**config.mk**
```make
export PLATFORM = sky130hd
export DESIGN_NAME = audio_out_buffer_dma_status
export DESIGN_NICKNAME = d
export VERILOG_FILES = /design/src/verilog/sample_fifo.v /design/src/verilog/audio_out_buffer_dma_status.v
export VERILOG_INCLUDE_DIRS = /design/src /design/src/verilog
export SDC_FILE = /design/constraint.sdc
export NUM_CORES = 1
export LEC_CHECK = 0
export ABC_AREA = 0
export BUFFER_PORTS_ARGS = -buffer_cell sky130_fd_sc_hd__buf_2
export CORE_AREA = 2 2 244 246
export CTS_BUF_LIST = sky130_fd_sc_hd__clkbuf_8
export CTS_CLUSTER_DIAMETER = 100
export DETAILED_ROUTE_END_ITERATION = 16
export DIE_AREA = 0 0 246 248
export PLACE_DENSITY = 0.91
export SLEW_MARGIN = 30
export SYNTH_ARGS = -nofsm -noshare
export SYNTH_HDL_FRONTEND = slang
export SYNTH_SLANG_ARGS = --single-unit
```
**constraint.sdc**
```tcl
create_clock -name clk -period 7.56 [get_ports clk]
set_input_delay 1.134 -clock clk [delete_from_list [all_inputs] [get_ports clk]]
set_output_delay 1.134 -clock clk [all_outputs]
set_load 0.02 [all_outputs]
```
**src/verilog/audio_out_defines.vh**
```
// Constants for the audio output buffer DMA and status block.
// Assumes inclusion by bare name from the design files.
`ifndef AUDIO_OUT_DEFINES_VH
`define AUDIO_OUT_DEFINES_VH
// Register indices on the plain register port
`define AO_REG_STATUS    3'h0
`define AO_REG_CONTROL   3'h1
`define AO_REG_FIRST_BUFFER_POINTER     3'h2
`define AO_REG_SECOND_BUFFER_POINTER     3'h3
`define AO_REG_SIZE      3'h4
`define AO_REG_TSTAMP    3'h5
// Status field positions
`define ST_FIRST_CURRENT 0
`define ST_FIRST_DRAINED 1
`define ST_SECOND_DRAINED 2
`define ST_BW_ERROR      3
`define ST_STARVED       4
// Control field positions
`define CT_RESET         31
`define CT_TRANSMIT      0
`define CT_KEEP_AWAKE    1
`define CT_POLARITY      2
`define CT_IE_FIRST      4
`define CT_IE_SECOND     5
`define CT_IE_BW         6
`define CT_IE_STARVED    7
`define CT_ACK_FIRST     8
`define CT_ACK_SECOND    9
`define CT_ACK_BW        10
`define CT_ACK_STARVED   11
// Reset values
`define RST_BASE         32'h00000000
`define RST_SIZE         32'h00000000
`define RST_FIRST_CURRENT 1'b1
// Sample fetch spacing: 64-byte burst of 16 words
`define BURST_WORDS      5'h10
`endif

```
**src/verilog/sample_fifo.v**
```verilog
// Sample FIFO with parameter width and depth, valid/ready on both sides.
// Assumes one clock and synchronous active-high reset.
`timescale 1ns/1ps
module sample_fifo #(
  parameter WIDTH = 32,
  parameter DEPTH = 16,
  parameter AW    = 4
) (
  input  wire             clk,
  input  wire             reset,
  input  wire             flush,
  input  wire [WIDTH-1:0] in_data,
  input  wire             in_valid,
  output wire             in_ready,
  output wire [WIDTH-1:0] out_data,
  output wire             out_valid,
  input  wire             out_ready
);
  reg [WIDTH-1:0] mem [0:DEPTH-1];
  reg [AW:0]      wr_ptr;
  reg [AW:0]      rd_ptr;
  wire            full;
  wire            empty;
  wire            push;
  wire            pop;

  // Extra pointer bit tells full from empty
  assign empty     = (wr_ptr == rd_ptr);
  assign full      = (wr_ptr[AW] != rd_ptr[AW]) && (wr_ptr[AW-1:0] == rd_ptr[AW-1:0]);
  assign in_ready  = !full;
  assign out_valid = !empty;
  assign out_data  = mem[rd_ptr[AW-1:0]];
  assign push      = in_valid && !full;
  assign pop       = out_ready && !empty;

  // Storage write
  always @(posedge clk) begin
    if (push) begin
      mem[wr_ptr[AW-1:0]] <= in_data;
    end
  end

  // Pointers; flush drops stale samples from an old buffer
  always @(posedge clk) begin
    if (reset || flush) begin
      wr_ptr <= {(AW+1){1'b0}};
      rd_ptr <= {(AW+1){1'b0}};
    end else begin
      if (push) begin
        wr_ptr <= wr_ptr + 1'b1;
      end
      if (pop) begin
        rd_ptr <= rd_ptr + 1'b1;
      end
    end
  end
endmodule // sample_fifo

```
**src/verilog/audio_out_buffer_dma_status.v**
```verilog
// Double-buffered sample fetch, status flags, interrupt and timestamp of an audio output unit.
// Assumes a memory read port answering one word per rdata_valid and a converter that pulses sample_request.
`timescale 1ns/1ps
`include "audio_out_defines.vh"

module audio_out_buffer_dma_status #(
  parameter SIZE_W = 32
) (
  input  wire        clk,
  input  wire        reset,
  input  wire        cycle_count_reset,
  input  wire [31:0] cycle_count_load,
  input  wire        powerdown,
  input  wire [2:0]  reg_addr,
  input  wire        reg_write,
  input  wire        reg_read,
  input  wire [31:0] reg_wdata,
  output reg  [31:0] reg_rdata,
  output reg         mem_read_request,
  output reg  [31:0] mem_address,
  input  wire        mem_grant,
  input  wire [31:0] mem_rdata,
  input  wire        mem_rdata_valid,
  input  wire        sample_request,
  output reg  [31:0] sample_out,
  output reg         sample_out_valid,
  output reg         polarity,
  output reg         interrupt_request
);
  // Fetch states
  localparam F_IDLE = 3'b001;
  localparam F_REQ  = 3'b010;
  localparam F_DATA = 3'b100;

  reg [2:0]        fetch_state;
  reg [2:0]        next_fetch_state;
  reg              first_buffer_current;
  reg              fetch_first;
  reg              first_buffer_drained_flag;
  reg              second_buffer_drained_flag;
  reg              memory_bandwidth_error_flag;
  reg              starved_flag;
  reg              first_drained_irq_enable;
  reg              second_drained_irq_enable;
  reg              bandwidth_error_irq_enable;
  reg              starved_irq_enable;
  reg              transmit_enable;
  reg              keep_awake_in_powerdown;
  reg [31:0]       first_buffer_pointer;
  reg [31:0]       second_buffer_pointer;
  reg [SIZE_W-1:0] buffer_size;
  reg [SIZE_W-1:0] fetch_count;
  reg [SIZE_W-1:0] send_count;
  reg [4:0]        burst_count;
  reg              fetch_stalled;
  reg [31:0]       cpu_cycle_counter;
  reg [31:0]       last_buffer_timestamp;
  wire             soft_reset;
  wire             unit_reset;
  wire             running;
  wire             ctl_write;
  wire             ack_first;
  wire             ack_second;
  wire             ack_bw;
  wire             ack_starved;
  wire             fifo_in_ready;
  wire [31:0]      fifo_out_data;
  wire             fifo_out_valid;
  wire             take_sample;
  wire             send_last;
  wire             fetch_last;
  wire [SIZE_W+33:0] fetch_byte_offset;
  wire [SIZE_W+31:0] size_wide;

  assign ctl_write   = reg_write && (reg_addr == `AO_REG_CONTROL);
  assign soft_reset  = ctl_write && reg_wdata[`CT_RESET];
  assign unit_reset  = reset || soft_reset;
  // Powerdown freezes fetch and sample output unless keep-awake is set
  assign running     = transmit_enable && (!powerdown || keep_awake_in_powerdown);
  assign ack_first   = ctl_write && reg_wdata[`CT_ACK_FIRST];
  assign ack_second  = ctl_write && reg_wdata[`CT_ACK_SECOND];
  assign ack_bw      = ctl_write && reg_wdata[`CT_ACK_BW];
  assign ack_starved = ctl_write && reg_wdata[`CT_ACK_STARVED];
  // A sample is consumed only while the current buffer holds data
  assign take_sample = running && sample_request && fifo_out_valid &&
                       !(first_buffer_current ? first_buffer_drained_flag : second_buffer_drained_flag);
  assign send_last   = (send_count == buffer_size - 1'b1);
  assign fetch_last  = (fetch_count == buffer_size - 1'b1);
  // Widened before the cut, so any size width keeps exactly its low bits
  assign fetch_byte_offset = {{32{1'b0}}, fetch_count, 2'b00};
  assign size_wide         = {{32{1'b0}}, buffer_size};

  sample_fifo #(
    .WIDTH (32),
    .DEPTH (16),
    .AW    (4)
  ) u_fifo (
    .clk       (clk),
    .reset     (unit_reset),
    .flush     (!transmit_enable),
    .in_data   (mem_rdata),
    .in_valid  (mem_rdata_valid && fetch_state == F_DATA),
    .in_ready  (fifo_in_ready),
    .out_data  (fifo_out_data),
    .out_valid (fifo_out_valid),
    .out_ready (take_sample)
  );

  // Register writes: control, enables and buffer descriptors
  always @(posedge clk) begin
    if (unit_reset) begin
      transmit_enable            <= 1'b0;
      keep_awake_in_powerdown    <= 1'b0;
      polarity                   <= 1'b0;
      first_drained_irq_enable   <= 1'b0;
      second_drained_irq_enable  <= 1'b0;
      bandwidth_error_irq_enable <= 1'b0;
      starved_irq_enable         <= 1'b0;
      first_buffer_pointer       <= `RST_BASE;
      second_buffer_pointer      <= `RST_BASE;
      buffer_size                <= `RST_SIZE;
    end else if (reg_write) begin
      case (reg_addr)
        `AO_REG_CONTROL: begin
          transmit_enable            <= reg_wdata[`CT_TRANSMIT];
          keep_awake_in_powerdown    <= reg_wdata[`CT_KEEP_AWAKE];
          polarity                   <= reg_wdata[`CT_POLARITY];
          first_drained_irq_enable   <= reg_wdata[`CT_IE_FIRST];
          second_drained_irq_enable  <= reg_wdata[`CT_IE_SECOND];
          bandwidth_error_irq_enable <= reg_wdata[`CT_IE_BW];
          starved_irq_enable         <= reg_wdata[`CT_IE_STARVED];
        end
        `AO_REG_FIRST_BUFFER_POINTER: first_buffer_pointer  <= reg_wdata;
        `AO_REG_SECOND_BUFFER_POINTER: second_buffer_pointer <= reg_wdata;
        `AO_REG_SIZE:  buffer_size           <= reg_wdata[SIZE_W-1:0];
        default: begin
        end
      endcase
    end
  end

  // Drain side: buffer switch, drained flags, errors; the set wins over an acknowledge
  always @(posedge clk) begin
    if (unit_reset) begin
      first_buffer_current        <= `RST_FIRST_CURRENT;
      first_buffer_drained_flag   <= 1'b0;
      second_buffer_drained_flag  <= 1'b0;
      memory_bandwidth_error_flag <= 1'b0;
      starved_flag                <= 1'b0;
      send_count                  <= {SIZE_W{1'b0}};
    end else begin
      if (ack_first) begin
        first_buffer_drained_flag <= 1'b0;
      end
      if (ack_second) begin
        second_buffer_drained_flag <= 1'b0;
      end
      if (ack_bw) begin
        memory_bandwidth_error_flag <= 1'b0;
      end
      if (ack_starved) begin
        starved_flag <= 1'b0;
      end
      if (take_sample) begin
        if (send_last) begin
          send_count           <= {SIZE_W{1'b0}};
          first_buffer_current <= !first_buffer_current;
          if (first_buffer_current) begin
            first_buffer_drained_flag <= 1'b1;
          end else begin
            second_buffer_drained_flag <= 1'b1;
          end
        end else begin
          send_count <= send_count + 1'b1;
        end
      end else if (running && sample_request) begin
        // Sample due but not sent: classify the cause
        if (first_buffer_current ? first_buffer_drained_flag : second_buffer_drained_flag) begin
          starved_flag <= 1'b1;
        end else begin
          memory_bandwidth_error_flag <= 1'b1;
        end
      end
    end
  end

  // Fetch side: 16-word bursts walking the buffer being filled
  always @* begin
    next_fetch_state = fetch_state;
    case (fetch_state)
      F_IDLE: if (running && !fetch_stalled && fifo_in_ready &&
                  !(fetch_first ? first_buffer_drained_flag : second_buffer_drained_flag)) begin
        next_fetch_state = F_REQ;
      end
      F_REQ: if (mem_grant) begin
        next_fetch_state = F_DATA;
      end
      F_DATA: if (mem_rdata_valid && (fetch_last || burst_count == `BURST_WORDS - 1'b1 || !fifo_in_ready)) begin
        next_fetch_state = F_IDLE;
      end
      default: next_fetch_state = F_IDLE;
    endcase
  end

  // Fetch address and count; FIFO back-pressure ends a burst early
  always @(posedge clk) begin
    if (unit_reset || !transmit_enable) begin
      // The flush loses fetched words, so a disable restarts fetching where the output stands
      fetch_state      <= F_IDLE;
      fetch_first      <= unit_reset ? 1'b1 : first_buffer_current;
      fetch_count      <= unit_reset ? {SIZE_W{1'b0}} : send_count;
      burst_count      <= 5'h00;
      fetch_stalled    <= 1'b0;
      mem_read_request <= 1'b0;
      mem_address      <= 32'h00000000;
    end else begin
      fetch_state      <= next_fetch_state;
      mem_read_request <= (next_fetch_state == F_REQ);
      fetch_stalled    <= 1'b0;
      mem_address      <= (fetch_first ? first_buffer_pointer : second_buffer_pointer) + fetch_byte_offset[31:0];
      if (fetch_state != F_DATA) begin
        burst_count <= 5'h00;
      end else if (mem_rdata_valid && fifo_in_ready) begin
        // A word refused by a full FIFO is not counted and is fetched again
        burst_count <= burst_count + 1'b1;
        if (fetch_last) begin
          fetch_count   <= {SIZE_W{1'b0}};
          fetch_first   <= !fetch_first;
          fetch_stalled <= 1'b1;
        end else begin
          fetch_count <= fetch_count + 1'b1;
        end
      end
    end
  end

  // Output holding register repeats its last value on error
  always @(posedge clk) begin
    if (unit_reset) begin
      sample_out       <= 32'h00000000;
      sample_out_valid <= 1'b0;
    end else begin
      sample_out_valid <= running && sample_request;
      if (take_sample) begin
        sample_out <= fifo_out_data;
      end
    end
  end

  // Cycle counter is not touched by the soft reset
  always @(posedge clk) begin
    if (reset || cycle_count_reset) begin
      cpu_cycle_counter <= cycle_count_load;
    end else begin
      cpu_cycle_counter <= cpu_cycle_counter + 32'h00000001;
    end
  end

  // Timestamp of last sample of a finished buffer
  always @(posedge clk) begin
    if (unit_reset) begin
      last_buffer_timestamp <= 32'h00000000;
    end else if (take_sample && send_last) begin
      last_buffer_timestamp <= cpu_cycle_counter;
    end
  end

  // Level interrupt; acknowledge removes it one edge later
  always @(posedge clk) begin
    if (unit_reset) begin
      interrupt_request <= 1'b0;
    end else begin
      interrupt_request <= (starved_flag && starved_irq_enable) ||
                           (memory_bandwidth_error_flag && bandwidth_error_irq_enable) ||
                           (first_buffer_drained_flag && first_drained_irq_enable) ||
                           (second_buffer_drained_flag && second_drained_irq_enable);
    end
  end

  // Read data, registered; acknowledge bits read 0
  always @(posedge clk) begin
    if (reset) begin
      reg_rdata <= 32'h00000000;
    end else if (reg_read) begin
      case (reg_addr)
        `AO_REG_STATUS: reg_rdata <= {27'h0000000, starved_flag, memory_bandwidth_error_flag,
                                      second_buffer_drained_flag, first_buffer_drained_flag,
                                      first_buffer_current};
        `AO_REG_CONTROL: reg_rdata <= {24'h000000, starved_irq_enable, bandwidth_error_irq_enable,
                                       second_drained_irq_enable, first_drained_irq_enable, 1'b0,
                                       polarity, keep_awake_in_powerdown, transmit_enable};
        `AO_REG_FIRST_BUFFER_POINTER:  reg_rdata <= first_buffer_pointer;
        `AO_REG_SECOND_BUFFER_POINTER:  reg_rdata <= second_buffer_pointer;
        `AO_REG_SIZE:   reg_rdata <= size_wide[31:0];
        `AO_REG_TSTAMP: reg_rdata <= last_buffer_timestamp;
        default:        reg_rdata <= 32'h00000000;
      endcase
    end
  end
endmodule // audio_out_buffer_dma_status

```
### Word level (Yosys, flattened, before mapping)

Memory sizes are Yosys's and may differ from the RTL's. A register that Yosys moved wholly into a read port is not among the register bits.
Index checks and enable logic that the tools add are counted.

* input port bits: 108
* memories kept: 1
* register bits after elaboration: 323
* output and inout bits: 100
* RAM bits: 512

* multiplexer cells: 39
* add/subtract/negate cells: 8
* bitwise operators: 1
* reduce and logical (&&, ||, !) cells: 54
* equality and inequality tests: 17

Memories
* u_fifo.mem: depth 16, bits a word 32, read ports 1, clocked after memory_dff 1, wr ports 1, line sample_fifo.v:19 `reg [WIDTH-1:0] mem [0:DEPTH-1];`

Operator list (number)
* $mux W32: 8
* $pmux W32 S6: 1
* $add A32 B1 Y32 const B: 3
* $eq A32 B32 Y1: 2
* $add A32 B32 Y32: 1
* $sub A32 B1 Y32 const B: 1
* $mux W1: 26
* $logic_and A1 B1 Y1: 24
* $add A5 B1 Y5 const B: 3
* $eq A3 B2 Y1 const B: 4
* $reduce_and A2 Y1: 6
* $eq A3 B3 Y1 const B: 3
* $logic_not A1 Y1: 9
* $logic_or A1 B1 Y1: 9
* $mux W3: 3
* $pmux W3 S3: 1
* $eq A3 B1 Y1 const B: 2
* $eq A5 B4 Y1 const B: 1
* $eq A5 B5 Y1: 1
* $eq A4 B4 Y1: 1
* $reduce_bool A2 Y1: 2
* $logic_not A3 Y1: 1
* $ne A3 B3 Y1 const B: 1
* $reduce_and A3 Y1: 1
* other kinds (5): 5

### Logic depth before layout (Yosys ltp)

Gate-level depths: netlist of run 1.

* word-level depth: 9
* mapped depth: 17
* depth with buffers taken out: 13

### Cells and area by module

Synthesis of run 1 repeated with hierarchy kept, for this count alone.

* cell total of the unflattened synthesis: 3091
* area total of the unflattened synthesis: 38843.5 sq um

Modules (own cells, without submodules)
* sample_fifo: instances 1, cells each 813, area an instance 20240.7 sq um
* audio_out_buffer_dma_status: instances 1, cells each 2278, area an instance 18602.8 sq um

### Worst setup path after synthesis of run 1

Ideal clock, no wire load.

* path type: input-to-reg
* start point: input port mem_rdata_valid
* end point: memory u_fifo.mem[3][0] (enable)
* path buffers: 1
* stages on the path: 4
* path slack: 3172 ps
* arrival: 3927 ps
* path through: and3_1 -> clkbuf_1 -> nand2_1 -> nor3_1

* cells in the longest elaborated chain, start to end: 4

RTL lines
* from (decl): line audio_out_buffer_dma_status.v:23 `input wire mem_rdata_valid,`
* $logic_and A1 B1 Y1: line audio_out_buffer_dma_status.v:102 `.in_valid (mem_rdata_valid && fetch_state == F_DATA),`
* $logic_and A1 B1 Y1: line sample_fifo.v:33 `assign push = in_valid && !full;`
* $mux W1: line sample_fifo.v:38 `if (push) begin`
* $mux W1 (not written as such): line sample_fifo.v:39 `mem[wr_ptr[AW-1:0]] <= in_data;`
* to (decl): line sample_fifo.v:19

Every way passes these cells.

### Final worst setup path of run 1

* start point: register buffer_size[0]
* end point: register send_count[17]

* cells in the longest elaborated chain, start to end: 3

RTL lines
* from (decl): line audio_out_buffer_dma_status.v:51 `reg [SIZE_W-1:0] buffer_size;`
* from (signal assigned): line audio_out_buffer_dma_status.v:121 `` buffer_size <= `RST_SIZE; ``
* from (signal assigned): line audio_out_buffer_dma_status.v:135 `` `AO_REG_SIZE: buffer_size <= reg_wdata[SIZE_W-1:0]; ``
* $sub A32 B1 Y32: line audio_out_buffer_dma_status.v:87 `assign send_last = (send_count == buffer_size - 1'b1);`
* $eq A32 B32 Y1: line audio_out_buffer_dma_status.v:87
* $mux W32: line audio_out_buffer_dma_status.v:165 `if (send_last) begin`
* to (signal assigned): line audio_out_buffer_dma_status.v:150 `send_count <= {SIZE_W{1'b0}};`
* to (signal assigned): line audio_out_buffer_dma_status.v:166 `send_count <= {SIZE_W{1'b0}};`
* to (signal assigned): line audio_out_buffer_dma_status.v:174 `send_count <= send_count + 1'b1;`
* to (decl): line audio_out_buffer_dma_status.v:53 `reg [SIZE_W-1:0] send_count;`

Every way passes these cells.
A chain may end at the register's enable or synchronous reset.

==> impl_metrics.csv, run 1 <==
group,metric,value,unit
run_status,outcome,"finished clean",
timing,max_freq,0.193,GHz
cts,root_buffer,"clkbuf_8",
floorplan,die_area,61000,µm²
place,port_buffers,207,
timing,slew_viol_final,0,
cells_and_area,areaGrowthSynthToFinish,11.7,%
timing,period_needed,5190,ps
drt,vias,28487,
cts,post-cts-setup-buffer-count,0,
synthesis,ys_seq_area_share,60.0,%
synthesis,yosys_warnings,0,
synthesis,synth_async_sr_flop_share,0,%
cts,cts_hold_buffers,0,
timing,final.setup.tns,0,ps
cts,cts.clk_slew.worst_paths,60,ps
floorplan,initial_core_util,65.1,%
cts,clkLatencyLatePin,830,ps
timing,finalSetupViolations,0,
floorplan,core,58500,µm²
timing,hold_viol,0,
drt,wl_per_cell,30.1,µm
critical_path,crit_type,"register to register",
min_path,min-delay-start,"first_buffer_pointer[20]",
timing,hold-worst-slack,471,ps
global_routing,grt_max_degree,81,
timing,rsz0062_at_grt,"false",
floorplan,die_h,248,µm
synthesis,ys_types,77,
drt,viasPerCell,6.92,
synthesis,synth_ff_type,"edfxtp_1",
drt,drcViolationCount,0,
drt,drt-initial-drc-count,3888,
floorplan,io_pins,208,
floorplan,die_w,246,µm
global_routing,track_usage,40.8,%
global_routing,first_global_vias,28520,
drt,ant_nets,0,
global_routing,antenna_found_initial,10,
timing,worstMarginPinSlew,1040,ps
power,p_leak,14.9,nW
power,ir_drop,0.231,mV
flow_run,maxCapViolCount,0,
cts,htreeDepth,4,
cells_and_area,nNetsFinal,3373,
synthesis,ys_ff_latch,867,
min_path,whs_path_depth,2,
critical_path,end_kind,"register",
cells_and_area,regArea,22800,µm²
global_routing,overflow,0,
critical_path,r2r_start,"buffer_size[0]",
synthesis,synth_edf_count,545,
timing,relSlewSlack,30.5,%
floorplan,rows,89,
global_routing,grt_pass1_wl,181,mm
timing,setup_ws,2370,ps
synthesis,synth_fp_nets,3189,
cells_and_area,multi_input_area,14500,µm²
cells_and_area,mostFrequentLayoutCells,"edfxtp_1 (545), nand2_1 (428), dfxtp_1 (318), a21oi_1 (228), buf_2 (207)",
cells_and_area,drive_gt1_share,20.8,%
cts,numCtsBuffers,135,
min_path,min_path_type,"register to register",
critical_path,reg2reg_depth,11,
cts,cts_tree,"yes",
timing,finalCritPeriodShare,68.6,%
synthesis,avgSynthCellArea,12.5,µm²
place,dpl.hpwl,77.5,mm
cts,clockBufferDepth,3,
cells_and_area,final_common_cell,"edfxtp_1",
place,place_ws,2060,ps
synthesis,synth_area,38000,µm²
critical_path,start_kind,"register",
synthesis,synthCells,3040,
drt,wl,124,mm
place,gp_congestion,0.988,
critical_path,path_max_fanout,34,
drt,dr.pass1.iters,9,
min_path,holdPathEnd,"first_buffer_pointer[20]",
cells_and_area,fill_cells,3384,
cts,cts_sinks,867,
critical_path,cp.arrival,5860,ps
timing,clock_skew,34.2,ps
critical_path,r2r_setup_slack,2370,ps
cts,cts_resized,0,
critical_path,cp.required,8230,ps
power,power_density,224,nW/µm²
critical_path,reg2reg_to,"send_count[17]",
==> kinds of logic (layout without fill, tap and decap cells) <==
kind of cell / count (synthesis) / in the layout / share of synthesized area (%)
adders and majority gates: 41 / 41 / 1.37
muxes: 224 / 224 / 11.3
xor gates and xnor gates: 185 / 185 / 4.70
AOI/OAI and AO/OA: 530 / 530 / 8.65
other: 0 / 14 / 0
and+or+nand+nor: 951 / 951 / 11.5
DFF: 867 / 867 / 60.0
buffers and inverters: 242 / 534 / 2.53
==> per-stage QoR <==
step	util, %	power (mW)	instance area [µm²]	cells
after detailed placement	68.0	5.65	39800	3860
after global placement	68.0	5.64	39700	3859
after floorplan	-	5.46	38000	3040
after CTS	72.5	9.52	42400	4105
final	72.7	9.53	42500	4119
after global routing	72.6	9.75	42500	4111
==> how the worst max path moves through the flow <==
stage,from,end,slack (ps),cells past startpoint
3_5_place_dp,buffer_size[0],send_count[5],2060,11
4_1_cts,buffer_size[0],send_count[17],1960,11
5_1_grt,buffer_size[0],send_count[17],2170,11
2_1_floorplan,mem_rdata_valid,u_fifo.mem[3][0],3170,4
6_report,buffer_size[0],send_count[17],2370,11
3_3_place_gp,buffer_size[0],send_count[30],2180,11
==> flip-flops by register name (all words and copies together) (netlist names), 32 cells and up <==
name	count
buffer_size	32
cpu_cycle_counter	32
fetch_count	32
first_buffer_pointer	32
last_buffer_timestamp	32
mem_address	32
reg_rdata	32
sample_out	32
second_buffer_pointer	32
send_count	32
u_fifo.mem	512
==> routing by layer <==
metal / track usage [%] / routed length [µm]
met1: 47.7 / 40400
met2: 66.1 / 59100
met3: 10.1 / 14400
met4: 29.8 / 9950
met5: 0 / 0
==> power by group <==
group | internal (mW) | switching (mW)
clock | 1.99 | 1.97
sequential | 5.05 | 0.0447
combinational | 0.155 | 0.329
==> worst max-delay path, cell delays in order (launching register included) <==
cell	delay, ps
dfxtp_1	390
inv_1	90
ha_1	250
or4b_4	580
or4_1	730
or3_1	420
a2111oi_2	350
nand4_1	140
or4_4	600
or3_2	760
nand2_2	590
nor2_1	140
==> area by class of cell <==
type,instances,share of cell area (%)
multi-input cells,1931,34.1
inverters,33,0.292
well taps,773,2.28
clock inverters,87,1.10
flip-flops and latches,867,53.7
diodes,14,0.0825
repair buffers,256,3.33
clock buffers,158,5.12
==> synth_stat cells (all sizes together), types with 39 or more instances <==
library cell | n | area [µm²]
dfxtp | 322 | 6450
ha | 40 | 500
mux4 | 161 | 3630
nand3 | 47 | 235
xor2 | 92 | 806
edfxtp | 545 | 16400
clkbuf | 170 | 638
nand2 | 431 | 1620
a22oi | 56 | 420
a31o | 39 | 342
buf | 39 | 199
xnor2 | 81 | 709
and3 | 64 | 400
o21ai | 95 | 475
nor2 | 205 | 769
a21oi | 230 | 1150
Power figures use the tool's default switching activity.
==> inputs of run 2 (changes only) <==
CORE_AREA = 2 2 249 251   (was 2 2 244 246)
DIE_AREA = 0 0 251 253   (was 0 0 246 248)
PLACE_DENSITY = 0.88   (was 0.91)
clock period = 5 ns   (was 7.56 ns; I/O delays follow)
==> impl_metrics.csv, run 2 (same netlist as run 1, synthesis figures left out) <==
group,metric,value,unit
timing,period_needed,4490,ps
drt,dr.pass1.iters,6,
cells_and_area,areaGrowthSynthToFinish,12.2,%
flow_run,maxCapViolCount,0,
global_routing,first_global_vias,27963,
cts,clkLatencyLatePin,830,ps
cts,cts.clk_slew.worst_paths,60,ps
timing,hold_viol,0,
timing,max_freq,0.223,GHz
global_routing,grt_pass1_wl,171,mm
critical_path,end_kind,"register",
cells_and_area,mostFrequentLayoutCells,"edfxtp_1 (545), nand2_1 (429), dfxtp_1 (318), a21oi_1 (228), buf_2 (207)",
global_routing,grt_max_degree,79,
drt,viasPerCell,6.77,
cells_and_area,drive_gt1_share,21.2,%
place,gp_congestion,0.958,
power,power_density,332,nW/µm²
timing,clock_skew,31.3,ps
timing,rsz0062_at_grt,"false",
power,clkPwrFrac,40.4,%
critical_path,startpoint,"buffer_size[0]",
cts,root_buffer,"clkbuf_8",
global_routing,antenna_found_initial,6,
drt,ant_nets,0,
cells_and_area,finalCoreUtilization,69.9,%
timing,finalCritPeriodShare,89.9,%
cts,cts_sinks,867,
timing,relSlewSlack,30.1,%
drt,drcViolationCount,0,
global_routing,overflow,0,
cells_and_area,largest_reg_flops,512,
cts,htreeDepth,4,
floorplan,io_pins,208,
place,place_ws,544,ps
min_path,min-delay-start,"cycle_count_load[19]",
cts,cts_resized,0,
cts,post-cts-setup-buffer-count,0,
power,swShare,24.6,%
power,comb_power_share,5.3,%
run_status,outcome,"finished clean",
timing,slew_viol_final,0,
place,dpl.hpwl,74.7,mm
drt,vias,28158,
drt,wl_per_cell,28.1,µm
timing,finalSetupViolations,0,
critical_path,cp.arrival,5220,ps
cells_and_area,final_common_cell,"edfxtp_1",
floorplan,core,61000,µm²
critical_path,reg2reg_depth,12,
timing,setup_ws,507,ps
min_path,min_path_type,"input port to register",
floorplan,initial_core_util,62.3,%
cts,numCtsBuffers,135,
power,seq_power_share,54.3,%
min_path,whs_path_depth,3,
timing,final.setup.tns,0,ps
power,power,14.2,mW
place,port_buffers,207,
power,p_leak,15.0,nW
floorplan,die_w,251,µm
critical_path,r2r_start,"buffer_size[0]",
global_routing,track_usage,36.5,%
floorplan,rows,91,
power,ir_drop,0.327,mV
floorplan,die_h,253,µm
floorplan,die_area,63500,µm²
critical_path,crit_type,"register to register",
cts,cts_tree,"yes",
timing,worstMarginPinSlew,1050,ps
drt,drt-initial-drc-count,3838,
critical_path,cp.required,5720,ps
power,internal_power,10.7,mW
critical_path,path_max_fanout,33,
drt,wl,117,mm
cells_and_area,nNetsFinal,3404,
critical_path,start_kind,"register",
power,power.switching,3.48,mW
cts,cts_hold_buffers,0,
cts,clockBufferDepth,3,
run 2: changes by cell type in the layout (fill, tap and decap cells not counted), sizes merged:
| cell | delta |
|---|---|
| buf | +31 |
| bufinv | -2 |
| clkbuf | -8 |
| clkinv | +1 |
| clkinvlp | +1 |
| diode | -9 |
| inv | +9 |
run 2: final timing paths:
path              slack, ps                         to
setup / recovery        510  last_buffer_timestamp[31]
hold / removal          120      cpu_cycle_counter[19]
setup reg to reg        510  last_buffer_timestamp[31]
hold reg to reg         460             sample_out[13]
run 2: layer usage:
metal / track usage [%] / part of all wire, %
met5: 0.463 / 0.044
met4: 22.5 / 6.5
met3: 7.61 / 10
met2: 61.2 / 49
met1: 43.5 / 34
run 2: metrics by stage:
stage | instances | cell area, µm² | hold WS, ps
floorplan | 3040 | 38000 | 443
global placement | 3905 | 40000 | 442
detailed placement | 3906 | 40100 | 451
CTS | 4152 | 42600 | 76.2
global route | 4158 | 42700 | 109
finish | 4159 | 42700 | 118
run 2: cell type report:
class,instances,area (µm²)
diodes,5,12.5
clock inverters,96,488
repair buffers,287,1710
inverters,33,124
flip-flops and latches,867,22800
fillers,3839,18300
clock buffers,150,2060
well taps,790,988
multi-input cells,1931,14500
run 2: worst max-delay path, cell delays in order, from the launching register on:
cell       delay, ps
dfxtp_1          390
inv_1             90
ha_1             270
or4b_4           580
or4_1            570
or3_1            380
a2111oi_2        310
nand4_1          140
or4_4            610
or3_1            380
buf_4            240
and3_1           220
a31o_2           210
run 2: power by group through the flow:
stage | clock network [mW] | logic, mW | registers [mW]
after floorplan | 0 | 0.436 | 7.82
final | 5.72 | 0.752 | 7.70
after global routing | 6.01 | 0.800 | 7.70
after CTS | 5.75 | 0.730 | 7.69
after detailed placement | 0 | 0.725 | 7.85
after global placement | 0 | 0.709 | 7.84
